==> config.mk <==
export PLATFORM = sky130hd
export DESIGN_NAME = alarm_monitor
export DESIGN_NICKNAME = d
export VERILOG_FILES = /design/src/rtl/alarm_monitor_pkg.sv /design/src/rtl/clk_cmp_if.sv /design/src/rtl/clock_compare.sv /design/src/rtl/alarm_monitor.sv
export VERILOG_INCLUDE_DIRS = /design/src /design/src/rtl
export SDC_FILE = /design/constraint.sdc
export NUM_CORES = 1
export LEC_CHECK = 0
export BUFFER_PORTS_ARGS = -buffer_cell sky130_fd_sc_hd__buf_2
export CORE_ASPECT_RATIO = 1.75
export CORE_UTILIZATION = 50
export DETAILED_ROUTE_END_ITERATION = 10
export HOLD_SLACK_MARGIN = 0.05
export PLACE_DENSITY = 0.85
export REMOVE_ABC_BUFFERS = 1
export SKIP_LAST_GASP = 1
export SYNTH_ARGS = -nofsm -noshare
export SYNTH_HDL_FRONTEND = slang
export SYNTH_SLANG_ARGS = --single-unit
==> constraint.sdc <==
create_clock -name core_clk -period 3.95 [get_ports core_clk]
set_input_delay 0.5925 -clock core_clk [delete_from_list [all_inputs] [get_ports core_clk]]
set_output_delay 0.5925 -clock core_clk [all_outputs]
set_load 0.02 [all_outputs]
==> src/rtl/alarm_monitor_defines.svh <==
`ifndef ALARM_MONITOR_DEFINES_SVH
`define ALARM_MONITOR_DEFINES_SVH

// ****************************************************************
// Register port geometry
// ****************************************************************
`define AM_ADDR_W            8
`define AM_DATA_W            32

// ****************************************************************
// Register offsets
// ****************************************************************
`define AM_OFS_SUMMARY       8'h00
`define AM_OFS_STATUS        8'h04
`define AM_OFS_MASK          8'h08
`define AM_OFS_PIN_CFG       8'h0c
`define AM_OFS_DEV_CTRL      8'h10
`define AM_OFS_EVT_COUNT     8'h14
`define AM_OFS_MON_STATE     8'h18
`define AM_OFS_FIRST_ALARM   8'h1c

// ****************************************************************
// Alarm bit positions (status, mask and first-alarm share them)
// ****************************************************************
`define AM_NUM_ALARMS        2
`define AM_BIT_REALIGN       0
`define AM_BIT_CLK_UPSET     1

// ****************************************************************
// Device control bit positions
// ****************************************************************
`define AM_CTRL_OUT_EN       0
`define AM_CTRL_PD_A         1
`define AM_CTRL_PD_B         2
`define AM_CTRL_PD_GLOBAL    3

// ****************************************************************
// Status pin source select codes
// ****************************************************************
`define AM_PIN_SEL_W         2
`define AM_PIN_SEL_CAL       2'h0
`define AM_PIN_SEL_ALARM     2'h1

// ****************************************************************
// Reset values and event counter width
// ****************************************************************
`define AM_MASK_RST          2'h0
`define AM_PIN_SEL_RST       2'h0
`define AM_CTRL_RST          4'h0
`define AM_CNT_W             8

// ****************************************************************
// Clock comparison
// ****************************************************************
`define AM_CLK_W             4
`define AM_SETTLE_HALF       2'h1

`endif

==> src/rtl/alarm_monitor_pkg.sv <==
`include "alarm_monitor_defines.svh"

package alarm_monitor_pkg;

  typedef enum logic [1:0] {
    CMP_OFF,
    CMP_SETTLE,
    CMP_RUN
  } cmp_state_type;

  typedef struct packed {
    cmp_state_type             state;
    logic                      phase;
    logic [1:0]                settleCnt;
    logic [`AM_CLK_W-1:0]      sampA;
    logic [`AM_CLK_W-1:0]      sampB;
    logic                      upset;
  } cmp_regs_type;

  typedef struct packed {
    logic [`AM_NUM_ALARMS-1:0] status;
    logic [`AM_NUM_ALARMS-1:0] mask;
    logic [`AM_NUM_ALARMS-1:0] first;
    logic [`AM_PIN_SEL_W-1:0]  pinSel;
    logic [3:0]                ctrl;
    logic                      pdPrev;
    logic [`AM_CNT_W-1:0]      cntRealign;
    logic [`AM_CNT_W-1:0]      cntUpset;
    logic [`AM_DATA_W-1:0]     rdData;
    logic                      irq;
    logic                      statusPin;
  } mon_regs_type;

endpackage

==> src/rtl/clk_cmp_if.sv <==
`timescale 1ns/1ns
`include "alarm_monitor_defines.svh"

interface clk_cmp_if;
  logic                 enable;
  logic [`AM_CLK_W-1:0] chanAClk;
  logic [`AM_CLK_W-1:0] chanBClk;
  logic                 upsetPulse;
  alarm_monitor_pkg::cmp_state_type state;

  modport monitor (
    output enable,
    output chanAClk,
    output chanBClk,
    input  upsetPulse,
    input  state
  );

  modport comparator (
    input  enable,
    input  chanAClk,
    input  chanBClk,
    output upsetPulse,
    output state
  );
endinterface

==> src/rtl/clock_compare.sv <==
`timescale 1ns/1ns
`include "alarm_monitor_defines.svh"

module clock_compare (
  input  wire logic  core_clk,  // Core clock
  input  wire logic  sys_rst,   // Synchronous reset, active high
  clk_cmp_if.comparator cmp     // Link to the alarm monitor
);

  alarm_monitor_pkg::cmp_regs_type regs_ff;
  alarm_monitor_pkg::cmp_regs_type nxt_regs;

  // ****************************************************************
  // Half-rate comparison of the two channel clock sets
  // ****************************************************************
  always_comb begin
    nxt_regs       = regs_ff;
    nxt_regs.upset = 1'b0;
    unique case (regs_ff.state)
      alarm_monitor_pkg::CMP_OFF: begin
        nxt_regs.phase     = 1'b0;
        nxt_regs.settleCnt = `AM_SETTLE_HALF;
        if (cmp.enable) begin
          nxt_regs.state = alarm_monitor_pkg::CMP_SETTLE;
        end
      end
      alarm_monitor_pkg::CMP_SETTLE: begin
        // Clocks realign when the output path comes back; skip that window
        nxt_regs.phase = ~regs_ff.phase;
        if (!cmp.enable) begin
          nxt_regs.state = alarm_monitor_pkg::CMP_OFF;
        end else if (regs_ff.phase) begin
          if (regs_ff.settleCnt == 2'h0) begin
            nxt_regs.state = alarm_monitor_pkg::CMP_RUN;
          end else begin
            nxt_regs.settleCnt = regs_ff.settleCnt - 2'h1;
          end
        end
      end
      alarm_monitor_pkg::CMP_RUN: begin
        nxt_regs.phase = ~regs_ff.phase;
        if (!cmp.enable) begin
          nxt_regs.state = alarm_monitor_pkg::CMP_OFF;
        end else if (!regs_ff.phase) begin
          nxt_regs.sampA = cmp.chanAClk;
          nxt_regs.sampB = cmp.chanBClk;
        end else begin
          // One differing half-rate sample is enough
          nxt_regs.upset = (regs_ff.sampA != regs_ff.sampB);
        end
      end
      default: begin
        nxt_regs.state = alarm_monitor_pkg::CMP_OFF;
      end
    endcase
  end

  always_ff @(posedge core_clk) begin
    if (sys_rst) begin
      regs_ff <= '{state: alarm_monitor_pkg::CMP_OFF, settleCnt: `AM_SETTLE_HALF,
                   default: '0};
    end else begin
      regs_ff <= nxt_regs;
    end
  end

  assign cmp.upsetPulse = regs_ff.upset;
  assign cmp.state      = regs_ff.state;

endmodule // clock_compare

==> src/rtl/alarm_monitor.sv <==
// The register addresses and the strobed register port were left to the implementer.
`timescale 1ns/1ns
`include "alarm_monitor_defines.svh"

module alarm_monitor (
  input  wire logic                  core_clk,      // Core clock, 50 MHz
  input  wire logic                  sys_rst,       // Synchronous reset, active high
  input  wire logic [`AM_ADDR_W-1:0] regAddr,       // Register byte address
  input  wire logic [`AM_DATA_W-1:0] regWrData,     // Register write data
  input  wire logic                  regWrEn,       // Write strobe
  input  wire logic                  regRdEn,       // Read strobe
  output logic      [`AM_DATA_W-1:0] regRdData,     // Read data, cycle after strobe
  input  wire logic                  sysrefRealign, // Pulse: clocks realigned by reference
  input  wire logic [`AM_CLK_W-1:0]  chanAClocks,   // Channel A internal clock phases
  input  wire logic [`AM_CLK_W-1:0]  chanBClocks,   // Channel B internal clock phases
  input  wire logic                  powerdownPin,  // Global power-down pin, active high
  input  wire logic                  calDoneIn,     // Calibration status for the pin
  output logic                       statusOutPin,  // Status output pin
  output logic                       alarmIrq       // Summary alarm / interrupt level
);

  alarm_monitor_pkg::mon_regs_type regs_ff;
  alarm_monitor_pkg::mon_regs_type nxt_regs;

  clk_cmp_if cmpLink ();

  // ****************************************************************
  // Register decode
  // ****************************************************************
  logic wrStatus;
  logic wrMask;
  logic wrPinCfg;
  logic wrCtrl;
  logic wrEvtCount;

  assign wrStatus   = regWrEn && (regAddr == `AM_OFS_STATUS);
  assign wrMask     = regWrEn && (regAddr == `AM_OFS_MASK);
  assign wrPinCfg   = regWrEn && (regAddr == `AM_OFS_PIN_CFG);
  assign wrCtrl     = regWrEn && (regAddr == `AM_OFS_DEV_CTRL);
  assign wrEvtCount = regWrEn && (regAddr == `AM_OFS_EVT_COUNT);

  // ****************************************************************
  // Power state and comparator enable
  // ****************************************************************
  logic pdGlobalNow;
  logic pdExit;

  // Either the pin or the register bit holds the part in global power-down
  assign pdGlobalNow = regs_ff.ctrl[`AM_CTRL_PD_GLOBAL] | powerdownPin;
  assign pdExit      = regs_ff.pdPrev & ~pdGlobalNow;

  // Comparison only means something with the output path on and both
  // channels running; the host sequence relies on that gating
  assign cmpLink.enable   = regs_ff.ctrl[`AM_CTRL_OUT_EN]
                          & ~regs_ff.ctrl[`AM_CTRL_PD_A]
                          & ~regs_ff.ctrl[`AM_CTRL_PD_B]
                          & ~pdGlobalNow;
  assign cmpLink.chanAClk = chanAClocks;
  assign cmpLink.chanBClk = chanBClocks;

  clock_compare cmpUnit (
    .core_clk (core_clk),
    .sys_rst  (sys_rst),
    .cmp      (cmpLink.comparator)
  );

  // ****************************************************************
  // Alarm events
  // ****************************************************************
  logic [`AM_NUM_ALARMS-1:0] alarmEvt;

  assign alarmEvt[`AM_BIT_REALIGN]   = sysrefRealign;
  // Waking from global power-down disturbs the clocks, so flag it
  assign alarmEvt[`AM_BIT_CLK_UPSET] = cmpLink.upsetPulse | pdExit;

  // ****************************************************************
  // Per-alarm sticky status and event counters
  // ****************************************************************
  logic [`AM_NUM_ALARMS-1:0] statusNext;
  logic [`AM_CNT_W-1:0]      cntNext [`AM_NUM_ALARMS];
  logic [`AM_CNT_W-1:0]      cntCur  [`AM_NUM_ALARMS];

  assign cntCur[`AM_BIT_REALIGN]   = regs_ff.cntRealign;
  assign cntCur[`AM_BIT_CLK_UPSET] = regs_ff.cntUpset;

  genvar gi;
  generate
    for (gi = 0; gi < `AM_NUM_ALARMS; gi++) begin : genAlarm
      logic clearBit;
      assign clearBit = wrStatus & regWrData[gi];
      // Own bit per source; a fresh event outranks a clear in the same cycle
      assign statusNext[gi] = alarmEvt[gi] | (regs_ff.status[gi] & ~clearBit);
      // Counters saturate so software never sees a wrap to zero
      always_comb begin
        if (wrEvtCount) begin
          cntNext[gi] = '0;
        end else if (alarmEvt[gi] && (cntCur[gi] != {`AM_CNT_W{1'b1}})) begin
          cntNext[gi] = cntCur[gi] + `AM_CNT_W'(1);
        end else begin
          cntNext[gi] = cntCur[gi];
        end
      end
    end
  endgenerate

  // ****************************************************************
  // Read mux
  // ****************************************************************
  logic [`AM_DATA_W-1:0] rdMux;

  always_comb begin
    rdMux = '0;
    unique case (regAddr)
      `AM_OFS_SUMMARY: begin
        rdMux[0] = regs_ff.irq;
      end
      `AM_OFS_STATUS: begin
        rdMux[`AM_NUM_ALARMS-1:0] = regs_ff.status;
      end
      `AM_OFS_MASK: begin
        rdMux[`AM_NUM_ALARMS-1:0] = regs_ff.mask;
      end
      `AM_OFS_PIN_CFG: begin
        rdMux[`AM_PIN_SEL_W-1:0] = regs_ff.pinSel;
      end
      `AM_OFS_DEV_CTRL: begin
        rdMux[3:0] = regs_ff.ctrl;
      end
      `AM_OFS_EVT_COUNT: begin
        rdMux[2*`AM_CNT_W-1:0] = {regs_ff.cntUpset, regs_ff.cntRealign};
      end
      `AM_OFS_MON_STATE: begin
        rdMux[1:0] = cmpLink.state;
        rdMux[4]   = cmpLink.enable;
        rdMux[5]   = pdGlobalNow;
      end
      `AM_OFS_FIRST_ALARM: begin
        rdMux[`AM_NUM_ALARMS-1:0] = regs_ff.first;
      end
      default: begin
        rdMux = '0;
      end
    endcase
  end

  // ****************************************************************
  // Next state
  // ****************************************************************
  logic [`AM_NUM_ALARMS-1:0] unmaskedNext;

  always_comb begin
    nxt_regs            = regs_ff;
    nxt_regs.status     = statusNext;
    nxt_regs.cntRealign = cntNext[`AM_BIT_REALIGN];
    nxt_regs.cntUpset   = cntNext[`AM_BIT_CLK_UPSET];
    nxt_regs.pdPrev     = pdGlobalNow;
    nxt_regs.rdData     = regRdEn ? rdMux : '0;

    if (wrMask) begin
      nxt_regs.mask = regWrData[`AM_NUM_ALARMS-1:0];
    end
    if (wrPinCfg) begin
      nxt_regs.pinSel = regWrData[`AM_PIN_SEL_W-1:0];
    end
    if (wrCtrl) begin
      nxt_regs.ctrl = regWrData[3:0];
    end

    // Record which source fired first out of an all-clear status
    if (regs_ff.status == '0 && statusNext != '0) begin
      nxt_regs.first = alarmEvt;
    end else if (statusNext == '0) begin
      nxt_regs.first = '0;
    end

    // Masked types stay in status but never reach the summary
    unmaskedNext = nxt_regs.status & ~nxt_regs.mask;
    nxt_regs.irq = |unmaskedNext;

    // Pin follows the summary only when the alarm source is chosen
    if (nxt_regs.pinSel == `AM_PIN_SEL_ALARM) begin
      nxt_regs.statusPin = |unmaskedNext;
    end else if (nxt_regs.pinSel == `AM_PIN_SEL_CAL) begin
      nxt_regs.statusPin = calDoneIn;
    end else begin
      nxt_regs.statusPin = 1'b0;
    end
  end

  // ****************************************************************
  // State register
  // ****************************************************************
  always_ff @(posedge core_clk) begin
    if (sys_rst) begin
      regs_ff <= '{mask: `AM_MASK_RST, pinSel: `AM_PIN_SEL_RST, ctrl: `AM_CTRL_RST,
                   default: '0};
    end else begin
      regs_ff <= nxt_regs;
    end
  end

  assign regRdData    = regs_ff.rdData;
  assign alarmIrq     = regs_ff.irq;
  assign statusOutPin = regs_ff.statusPin;

endmodule // alarm_monitor

==> results_dict.tcl, run 1 <==
set metrics [dict create \
    htree_levels 3 \
    initialDrtViolationCount 58 \
    syn_inst 317 \
    max_clock_freq_mhz 464.5 \
    setup_viol 0 \
    cts.reportedPaths.clkPinSlew_ps 70 \
    fin_setup_tns_ps 0 \
    timing.critical_path.mode_cell "nand2_1" \
    p_sw_mw 0.2900 \
    p_per_area_mw_per_mm2 398.0 \
    p_int_mw 0.9892 \
    fin_util 0.5755 \
    required_ps 4160 \
    grt_pass1_wl_mm 8.783 \
    cap_violations 0 \
    synth-warning-count 0 \
    synth_top_flop_cell "dfxtp_1" \
    wire_per_inst_um 12.82 \
    min_period_ps 2153 \
    vias_per_cell 5.221 \
    status "finished clean" \
    cts_resized 0 \
    cts-root-buf "clkbuf_8" \
    grt.overflow.total 0 \
    swShare 0.2267 \
    cp_max_fo 9 \
    ys_seq_area_frac 0.4205 \
    path_cells "buf_2 -> nor4b_2 -> nor3b_4 -> nand2_1 -> nand2_1 -> a21oi_1" \
    rsz0062_at_grt "no" \
    hpwl_mm 4.001 \
    num_vias 2240 \
    clk_path_buf_depth 2 \
    nNetsFinal 410 \
    holdCritPathClass "reg -> reg" \
    tightest_slew_ps 859.1 \
    synth.distinct_cells 44 \
    slew_headroom 0.4258 \
    ant_nets 0 \
    grt_start_max_net_pins 33 \
    clock_sinks 61 \
    slowest_stage "nor4b_2" \
    routed_wl_mm 5.500 \
    synth_area_leaders "dfxtp_1, buf_4, nor2_1" \
    hold_buffers 0 \
    pwr-share-comb 0.060 \
    fillerInstances 501 \
    cts_setup_buffers 0 \
    netlist_area_sq_mm 0.002904 \
    die-width_um 59.61 \
    irDropWorstVdd_mv 0.2904 \
    cp.arrival_ps 2360 \
    pin_count 89 \
    drcViolationCount 0 \
    seqCellArea_sq_mm 0.001221 \
    synthArstFlopShare 0 \
    finClkSkew_ps 6.205 \
    power_frac_clock 0.448 \
    clkLatencyLatePin_ps 350 \
    crit_family "simple AND/OR/NAND/NOR gates" \
    port_buffers 44 \
    path_buf_inv 1 \
    rows 36 \
    gp_congestion 0.8759 \
    antennaDiodeCount 0 \
    final-hold-violation-count 0 \
    grt_usage 0.1973 \
    synth_edf_count 0 \
    layout-drive-gt1-share 0.1983 \
    critPathCaptureType "flop" \
    antenna_found_initial 0 \
    critPathLaunchType "primary input" \
    first_global_vias 2064 \
    crit_type "in -> reg" \
    ys_seq_elements 61 \
    period_share 0.5451 \
    slowest_delay_ps 770 \
    synth.top_cell.area_share 0.4205 \
    avgSynthCellArea_sq_um 9.161 \
    coreArea_sq_mm 0.005585 \
    seq_power_share 0.491 \
    p_leak_nw 1.381 \
    slew_violations 0 \
    syn2layout_area_growth_pct 10.68 \
    cts_tree "done" \
    die_area_sq_mm 0.006129 \
    dr.pass1.iters 4 \
    dieHeight_um 102.8 \
    yosysTopAreaCell "dfxtp_1" \
    multi_input_area_sq_mm 0.001440 \
    start_util 0.5199 \
    numCtsBuffers 9 \
]
-- power groups by stage --
stage / Combinational (mW) / Clock, mW / Sequential [mW]
after floorplan: 0.0406 / 0 / 0.643
after global placement: 0.0745 / 0 / 0.642
after detailed placement: 0.0762 / 0 / 0.642
after CTS: 0.0765 / 0.585 / 0.628
after global routing: 0.0845 / 0.599 / 0.629
final: 0.0769 / 0.574 / 0.629
-- per-layer routing --
layer | up-vias | share of wire | global-route usage
met2 | 55 | 0.55 | 0.3570
met3 | 17 | 0.029 | 0.04015
li1 | 1111 | - | -
met5 | - | 0 | 0
met1 | 1057 | 0.38 | 0.1854
met4 | 0 | 0.041 | 0.1574
-- synth_stat cells, drive strengths merged, types with 4 or more instances --
| library cell | instances |
|---|---|
| nand3 | 8 |
| nor3b | 4 |
| clkbuf | 4 |
| a21oi | 14 |
| nor4b | 6 |
| nor2 | 45 |
| a22oi | 7 |
| nor3 | 5 |
| nand2 | 20 |
| dfxtp | 61 |
| and3 | 4 |
| xnor2 | 8 |
| nand4 | 8 |
| mux2i | 15 |
| inv | 7 |
| xor2 | 10 |
| nor4 | 5 |
| buf | 35 |
| o21ai | 4 |
| and2 | 13 |
| ha | 7 |
-- tightest hold or removal path, delay by kind of cell, from the launching register on --
family	cells	cell delay, ps
AO/OA/AOI/OAI	2	120
flip-flops	1	310
-- sequential cells by signal (all words and copies together) (netlist names) --
name / cells
cntCur: 16
regRdData: 16
regs_ff: 13
cmpUnit.regs_ff: 11
cmpUnit.cmp.state: 2
alarmIrq: 1
cmpUnit.cmp.upsetPulse: 1
statusOutPin: 1
-- path summary, 6_finish.rpt --
kind | from | to | slack [ps] | cells past startpoint
max reg2reg | regs_ff[54] | statusOutPin | 1950 | 5
min reg2reg | regs_ff[57] | regs_ff[57] | 480 | 2
min | regs_ff[57] | regs_ff[57] | 480 | 2
max | regAddr[5] | regs_ff[54] | 1800 | 6
-- logic make-up (layout without fill, tap and decap cells) --
family	count (synthesis)	count (layout)	share of synthesized area
other	1	16	0.001291
buffers and inverters	46	67	0.1030
adder cells (fa/ha/maj)	7	7	0.03016
XOR/XNOR	18	18	0.05429
AO/OA/AOI/OAI	40	40	0.09307
AND/OR/NAND/NOR	128	128	0.2421
multiplexers	16	16	0.05558
flip-flops	61	61	0.4205
-- cell type report --
class | instances | area share
multi-input combinational | 225 | 0.4480
sequential | 61 | 0.3799
timing repair buffer | 44 | 0.06851
clock buffer | 13 | 0.05255
tap | 76 | 0.02958
clock inverter | 3 | 0.01323
inverter | 7 | 0.008174
-- per-stage QoR --
stage / hold slack [ps] / worst slack, ps / area, sq um / std cells / power, mW
after detailed placement: 469.1 / 1500 / 3003 / 413 / 0.7184
after global placement: 457.8 / 1530 / 3003 / 413 / 0.7165
after CTS: 473.0 / 1841 / 3214 / 429 / 1.290
after floorplan: 442.9 / 2025 / 2688 / 293 / 0.6832
final: 477.2 / 1797 / 3214 / 429 / 1.279
after global routing: 488.7 / 1714 / 3214 / 429 / 1.312
-- placed cells by master, fill, tap and decap left out, types with 2 or more instances in the layout --
cell type and instances:
mux2i_1 15, nor2_1 45, ha_1 7, a22o_1 3
a2bb2oi_1 2, o21ai_0 4, and3_1 4, nor4b_2 4
xnor2_1 8, a21oi_1 14, a22oi_1 7, nand3b_1 2
buf_2 44, nor4b_1 2, a221oi_1 2, xor2_1 10
clkbuf_8 12, nor3b_1 3, dfxtp_1 61, nor4_1 4
nand4_1 8, nor2b_1 3, nand2_1 20, o221ai_1 2
nor3_1 5, nand3_1 7, inv_1 7, conb_1 16
nand2b_1 2, and2_1 13
Power figures use the tool's default switching activity.
==> run 2, diff against run 1 <==
ABC_AREA = 1   (was unset)
CORE_UTILIZATION = 46   (was 50)
PLACE_DENSITY = 0.83   (was 0.85)
clock period = 1.8 ns   (was 3.95 ns; I/O delays follow)
==> run 2 against run 1 <==
Effect of this change: sequential cell count is the same; setup slack lost 1600 ps; clock skew shrank 1.0 ps; non-clock buffer count grew 3; routed wire length grew 9.2%; clock power grew 140%; power grew 130%; global-route usage grew 0.10 points; largest power group unchanged.
==> results_dict.tcl, run 2 <==
set metrics [dict create \
    clock_sinks 61 \
    hold_buffers 0 \
    fin_area_sq_mm 0.003312 \
    r2r_setup_slack_ps 210 \
    ys_seq_area_frac 0.4157 \
    antenna_found_initial 0 \
    finClkSkew_ps 5.179 \
    status "finished clean" \
    rows 38 \
    syn_inst 390 \
    placed_cell_area_sq_mm 0.003084 \
    power_mw 2.938 \
    hp-start "regWrData[3]" \
    cp_max_fo 8 \
    htree_levels 3 \
    min_period_ps 1593 \
    die_area_sq_mm 0.006723 \
    fin_setup_tns_ps 0 \
    final_cell_mix "nand2_1, dfxtp_1, nor2_1" \
    ant_nets 0 \
    cts_tree "done" \
    grt_pass1_wl_mm 10.37 \
    start_util 0.4753 \
    synth_area_leaders "dfxtp_1, buf_4, nand2_1" \
    pin_count 89 \
    final-hold-violation-count 0 \
    nNetsFinal 490 \
    r2r_end "cntCur[11]" \
    avgSynthCellArea_sq_um 7.533 \
    initialDrtViolationCount 92 \
    worstHoldEndpoint "regs_ff[54]" \
    irDropWorstVdd_mv 0.7230 \
    clk_path_buf_depth 2 \
    dp.cells 497 \
    synthArstFlopShare 0 \
    synth-warning-count 0 \
    final_common_cell "nand2_1" \
    hpwl_mm 4.525 \
    numCtsBuffers 9 \
    synth_common_cells "nand2_1, dfxtp_1, nor2_1" \
    synth.distinct_cells 36 \
    antennaDiodeCount 0 \
    critPathCaptureType "flop" \
    final_cells 513 \
    ys_seq_elements 61 \
    setup_viol 0 \
    p_per_area_mw_per_mm2 887.2 \
    max_clock_freq_mhz 627.6 \
    dr.pass1.iters 5 \
    clkLatencyLatePin_ps 340 \
    vias_per_cell 4.945 \
    cap_violations 0 \
    wire_per_inst_um 11.71 \
    cts_setup_buffers 0 \
    cp.arrival_ps 1860 \
    netlist_area_sq_mm 0.002938 \
    critPathLaunchType "flop" \
    cts_resized 0 \
    period_share 0.8852 \
    coreArea_sq_mm 0.006181 \
    ff2ff_path_depth 7 \
    p_leak_nw 1.410 \
    rsz0062_at_grt "no" \
    syn2layout_area_growth_pct 12.73 \
    routed_wl_mm 6.008 \
    num_vias 2537 \
    grt.overflow.total 0 \
    holdCritPathClass "in -> reg" \
    synth_edf_count 0 \
    gp_congestion 0.8609 \
    crit_type "reg -> reg" \
    r2r_start "cntCur[8]" \
    required_ps 2070 \
    slew_violations 0 \
    cts.reportedPaths.clkPinSlew_ps 70 \
    cts-root-buf "clkbuf_8" \
    synth.most_common_cell "nand2_1" \
    synth_top_flop_cell "dfxtp_1" \
    synth.top_cell.area_share 0.4157 \
    first_global_vias 2453 \
    dieHeight_um 107.7 \
    layout-drive-gt1-share 0.2032 \
    drcViolationCount 0 \
    grt_usage 0.1983 \
    yosysTopAreaCell "dfxtp_1" \
    die-width_um 62.41 \
    fin_util 0.5358 \
    port_buffers 44 \
    grt_start_max_net_pins 16 \
    min_path_cells 3 \
]
==> run 2: logic make-up after synthesis <==
family / share of synthesized area
AOI/OAI and AO/OA: 0.1401
xor gates and xnor gates: 0.02385
adders and majority gates: 0.02981
buffers and inverters: 0.1525
DFF: 0.4157
other: 0.001276
and+or+nand+nor: 0.2368
==> run 2: worst max path at each step <==
stage / endpoint / depth (start not counted) / start
final: cntCur[11] / 7 / cntCur[8]
after global routing: cntCur[6] / 9 / cntCur[0]
after CTS: cntCur[10] / 8 / cntCur[8]
after detailed placement: cntCur[10] / 8 / cntCur[8]
after global placement: cntCur[10] / 8 / cntCur[8]
after floorplan: cntCur[10] / 8 / cntCur[8]
==> run 2: cell type report <==
| type | count | area (sq um) |
|---|---|---|
| fill | 593 | 2869 |
| tap | 80 | 100.1 |
| multi-input combinational | 257 | 1330 |
| inverter | 52 | 195.2 |
| clock buffer | 9 | 123.9 |
| timing repair buffer | 47 | 242.7 |
| sequential | 61 | 1221 |
| clock inverter | 7 | 98.84 |
==> run 2: where the power goes <==
part / total (mW) / internal [mW] / switching (mW)
Clock: 1.35 / 0.785 / 0.564
Sequential: 1.38 / 1.37 / 0.0140
Combinational: 0.205 / 0.0622 / 0.143
Total: 2.94 / 2.22 / 0.721
==> run 2: worst max-delay path: stages, from the launching register on <==
cell and delay (ps):
dfxtp_1 390, ha_1 190, inv_1 90, nor4_4 350, a21oi_2 190, nand2_1 90, nand2_1 60, a21oi_1 150
==> run 2: metrics by stage <==
step	hold slack (ps)	worst slack [ps]
6_report	168.0	206.7
2_1_floorplan	339.1	414.4
3_3_place_gp	465.3	213.9
4_1_cts	155.1	173.1
3_5_place_dp	475.2	184.8
5_1_grt	166.1	18.27
==> run 2: metal layers <==
layer,vias to the layer above,GRT usage,routed length [um]
met2,90,0.3486,3198
li1,1281,-,-
met3,17,0.04237,307
met4,0,0.1478,196
met5,-,0,0
met1,1149,0.2034,2306
==> run 3, diff against run 2 <==
ABC_AREA = unset   (was 1)
CORE_UTILIZATION = 50   (was 46)
PLACE_DENSITY = 0.85   (was 0.83)
clock period = 1.7 ns   (was 1.8 ns; I/O delays follow)
==> run 3 against run 2 <==
Effect of this change: setup slack worse by 98 ps; critical path depth unchanged; critical endpoint is now cntCur[12]; routed wire length down 3.8%; combinational power about the same; clock power up 21%; die area down 8.8%; core utilization up 8.6 points; register-to-register slack worse by 98 ps; clock skew up 5.4 ps; highest routed layer unchanged; final cell count down 12%; sequential cell count unchanged.
==> results_dict.tcl, run 3 (synthesis results as in run 1) <==
set metrics [dict create \
    status "finished clean" \
    worstHoldEndpoint "cmpUnit.regs_ff[3]" \
    die-width_um 59.61 \
    nNetsFinal 434 \
    r2r_end "cntCur[12]" \
    ant_nets 0 \
    required_ps 1920 \
    antenna_found_initial 0 \
    r2r_start "cntCur[8]" \
    routed_wl_mm 5.782 \
    cts-root-buf "clkbuf_8" \
    cp_max_fo 8 \
    critPathCaptureType "flop" \
    cp.arrival_ps 1820 \
    max_clock_freq_mhz 628.3 \
    hp-start "chanBClocks[2]" \
    finClkSkew_ps 10.53 \
    htree_levels 3 \
    grt_start_max_net_pins 32 \
    clkLatencyLatePin_ps 350 \
    drcViolationCount 0 \
    clock_sinks 61 \
    r2r_setup_slack_ps 110 \
    wire_per_inst_um 12.76 \
    coreArea_sq_mm 0.005585 \
    antennaDiodeCount 0 \
    hpwl_mm 4.279 \
    numCtsBuffers 9 \
    slew_violations 0 \
    min_path_cells 3 \
    irDropWorstVdd_mv 0.7312 \
    slowest_delay_ps 340 \
    cts.reportedPaths.clkPinSlew_ps 70 \
    num_vias 2328 \
    rows 36 \
    min_period_ps 1591 \
    final-hold-violation-count 0 \
    p_per_area_mw_per_mm2 951.6 \
    hold_slack_ps 146.4 \
    grt_usage 0.2110 \
    start_util 0.5199 \
    grt.overflow.total 0 \
    pin_count 89 \
    gp_congestion 0.8373 \
    dieHeight_um 102.8 \
    layout-drive-gt1-share 0.2599 \
    critPathLaunchType "flop" \
    final_cell_mix "dfxtp_1, nor2_1, buf_2" \
    slowest_stage "dfxtp_1" \
    vias_per_cell 5.139 \
    syn2layout_area_growth_pct 19.56 \
    final_common_cell "dfxtp_1" \
    dr.pass1.iters 6 \
    ff2ff_path_depth 7 \
    clk_path_buf_depth 2 \
    cap_violations 0 \
    first_global_vias 2252 \
    port_buffers 44 \
    final_cells 453 \
    dp.cells 437 \
    initialDrtViolationCount 83 \
    period_share 0.9362 \
    crit_type "reg -> reg" \
    cts_tree "done" \
    path_cells "ha_1 -> and3_1 -> a31oi_1 -> buf_4 -> nand4_1 -> xor2_1 -> nor2_1" \
    die_area_sq_mm 0.006129 \
    p_leak_nw 1.544 \
    grt_pass1_wl_mm 9.542 \
    setup_viol 0 \
    holdCritPathClass "in -> reg" \
]
==> run 3: changes by cell type in the layout (fill, tap and decap cells not counted), sizes merged, moves of 6 or more <==
cell,previous run,this run
a21oi,29,14
nor4b,0,6
and2,0,13
xor2,4,10
a22oi,0,7
buf,47,68
o21ai,28,4
nor2,61,45
mux2i,0,15
nand3,15,8
inv,52,7
nand2,67,20
==> run 3: what timing repair did <==
action | CTS | global route
hold buffers | 0 | 0
setup buffers | 0 | 0
setup endpoints to repair | 7 | 5
gates resized for setup | 1 | 4
==> run 3: layout make-up <==
class / count / area (sq um)
Multi-Input combinational cell: 225 / 1470
Timing Repair Buffer: 68 / 400.4
Tap cell: 76 / 95.09
Fill cell: 473 / 2113
Clock inverter: 3 / 90.09
Sequential cell: 61 / 1221
Clock buffer: 13 / 168.9
Inverter: 7 / 26.28
==> run 3: worst max path at each step <==
stage | startpoint | end | slack, ps | depth (start not counted)
CTS | cntCur[0] | cntCur[3] | 50 | 6
detailed placement | cntCur[0] | cntCur[0] | -80 | 6
floorplan | cntCur[8] | cntCur[13] | 30 | 6
global placement | regAddr[5] | statusOutPin | -20 | 7
finish | cntCur[8] | cntCur[12] | 110 | 7
global route | cntCur[8] | cntCur[12] | -0.0007 | 7
==> run 3: metrics by stage <==
stage	cell area, sq um	power (mW)	util	setup TNS (ps)	setup slack [ps]
floorplan	2688	1.587	-	0	32.11
global placement	3183	1.689	0.5699	-33.97	-15.51
detailed placement	3183	1.694	0.5699	-429.6	-79.11
CTS	3447	3.324	0.6172	0	47.74
global route	3472	3.400	0.6216	0	-0.0006661
finish	3472	3.304	0.6216	0	108.5
==> run 3: critical path: cells and delay by family, from the launching register on <==
kind / cells / cell delay, ps
buf+inv: 1 / 180
xor+xnor: 1 / 170
simple gates: 3 / 380
compound gates: 1 / 160
fa+ha+maj: 1 / 250
flops: 1 / 340
==> run 3: layer usage <==
layer / global-route usage / vias up / share of wire
li1: - / 1154 / -
met1: 0.2094 / 1090 / 0.39
met2: 0.3682 / 61 / 0.54
met3: 0.03388 / 23 / 0.036
met4: 0.1843 / 0 / 0.042
met5: 0 / - / 0
==> run 3: where the power goes <==
part / internal [mW] / switching, mW / total, mW
Combinational: 0.0773 / 0.127 / 0.204
Sequential: 1.45 / 0.0156 / 1.46
Clock: 1.09 / 0.543 / 1.64
Total: 2.62 / 0.686 / 3.30
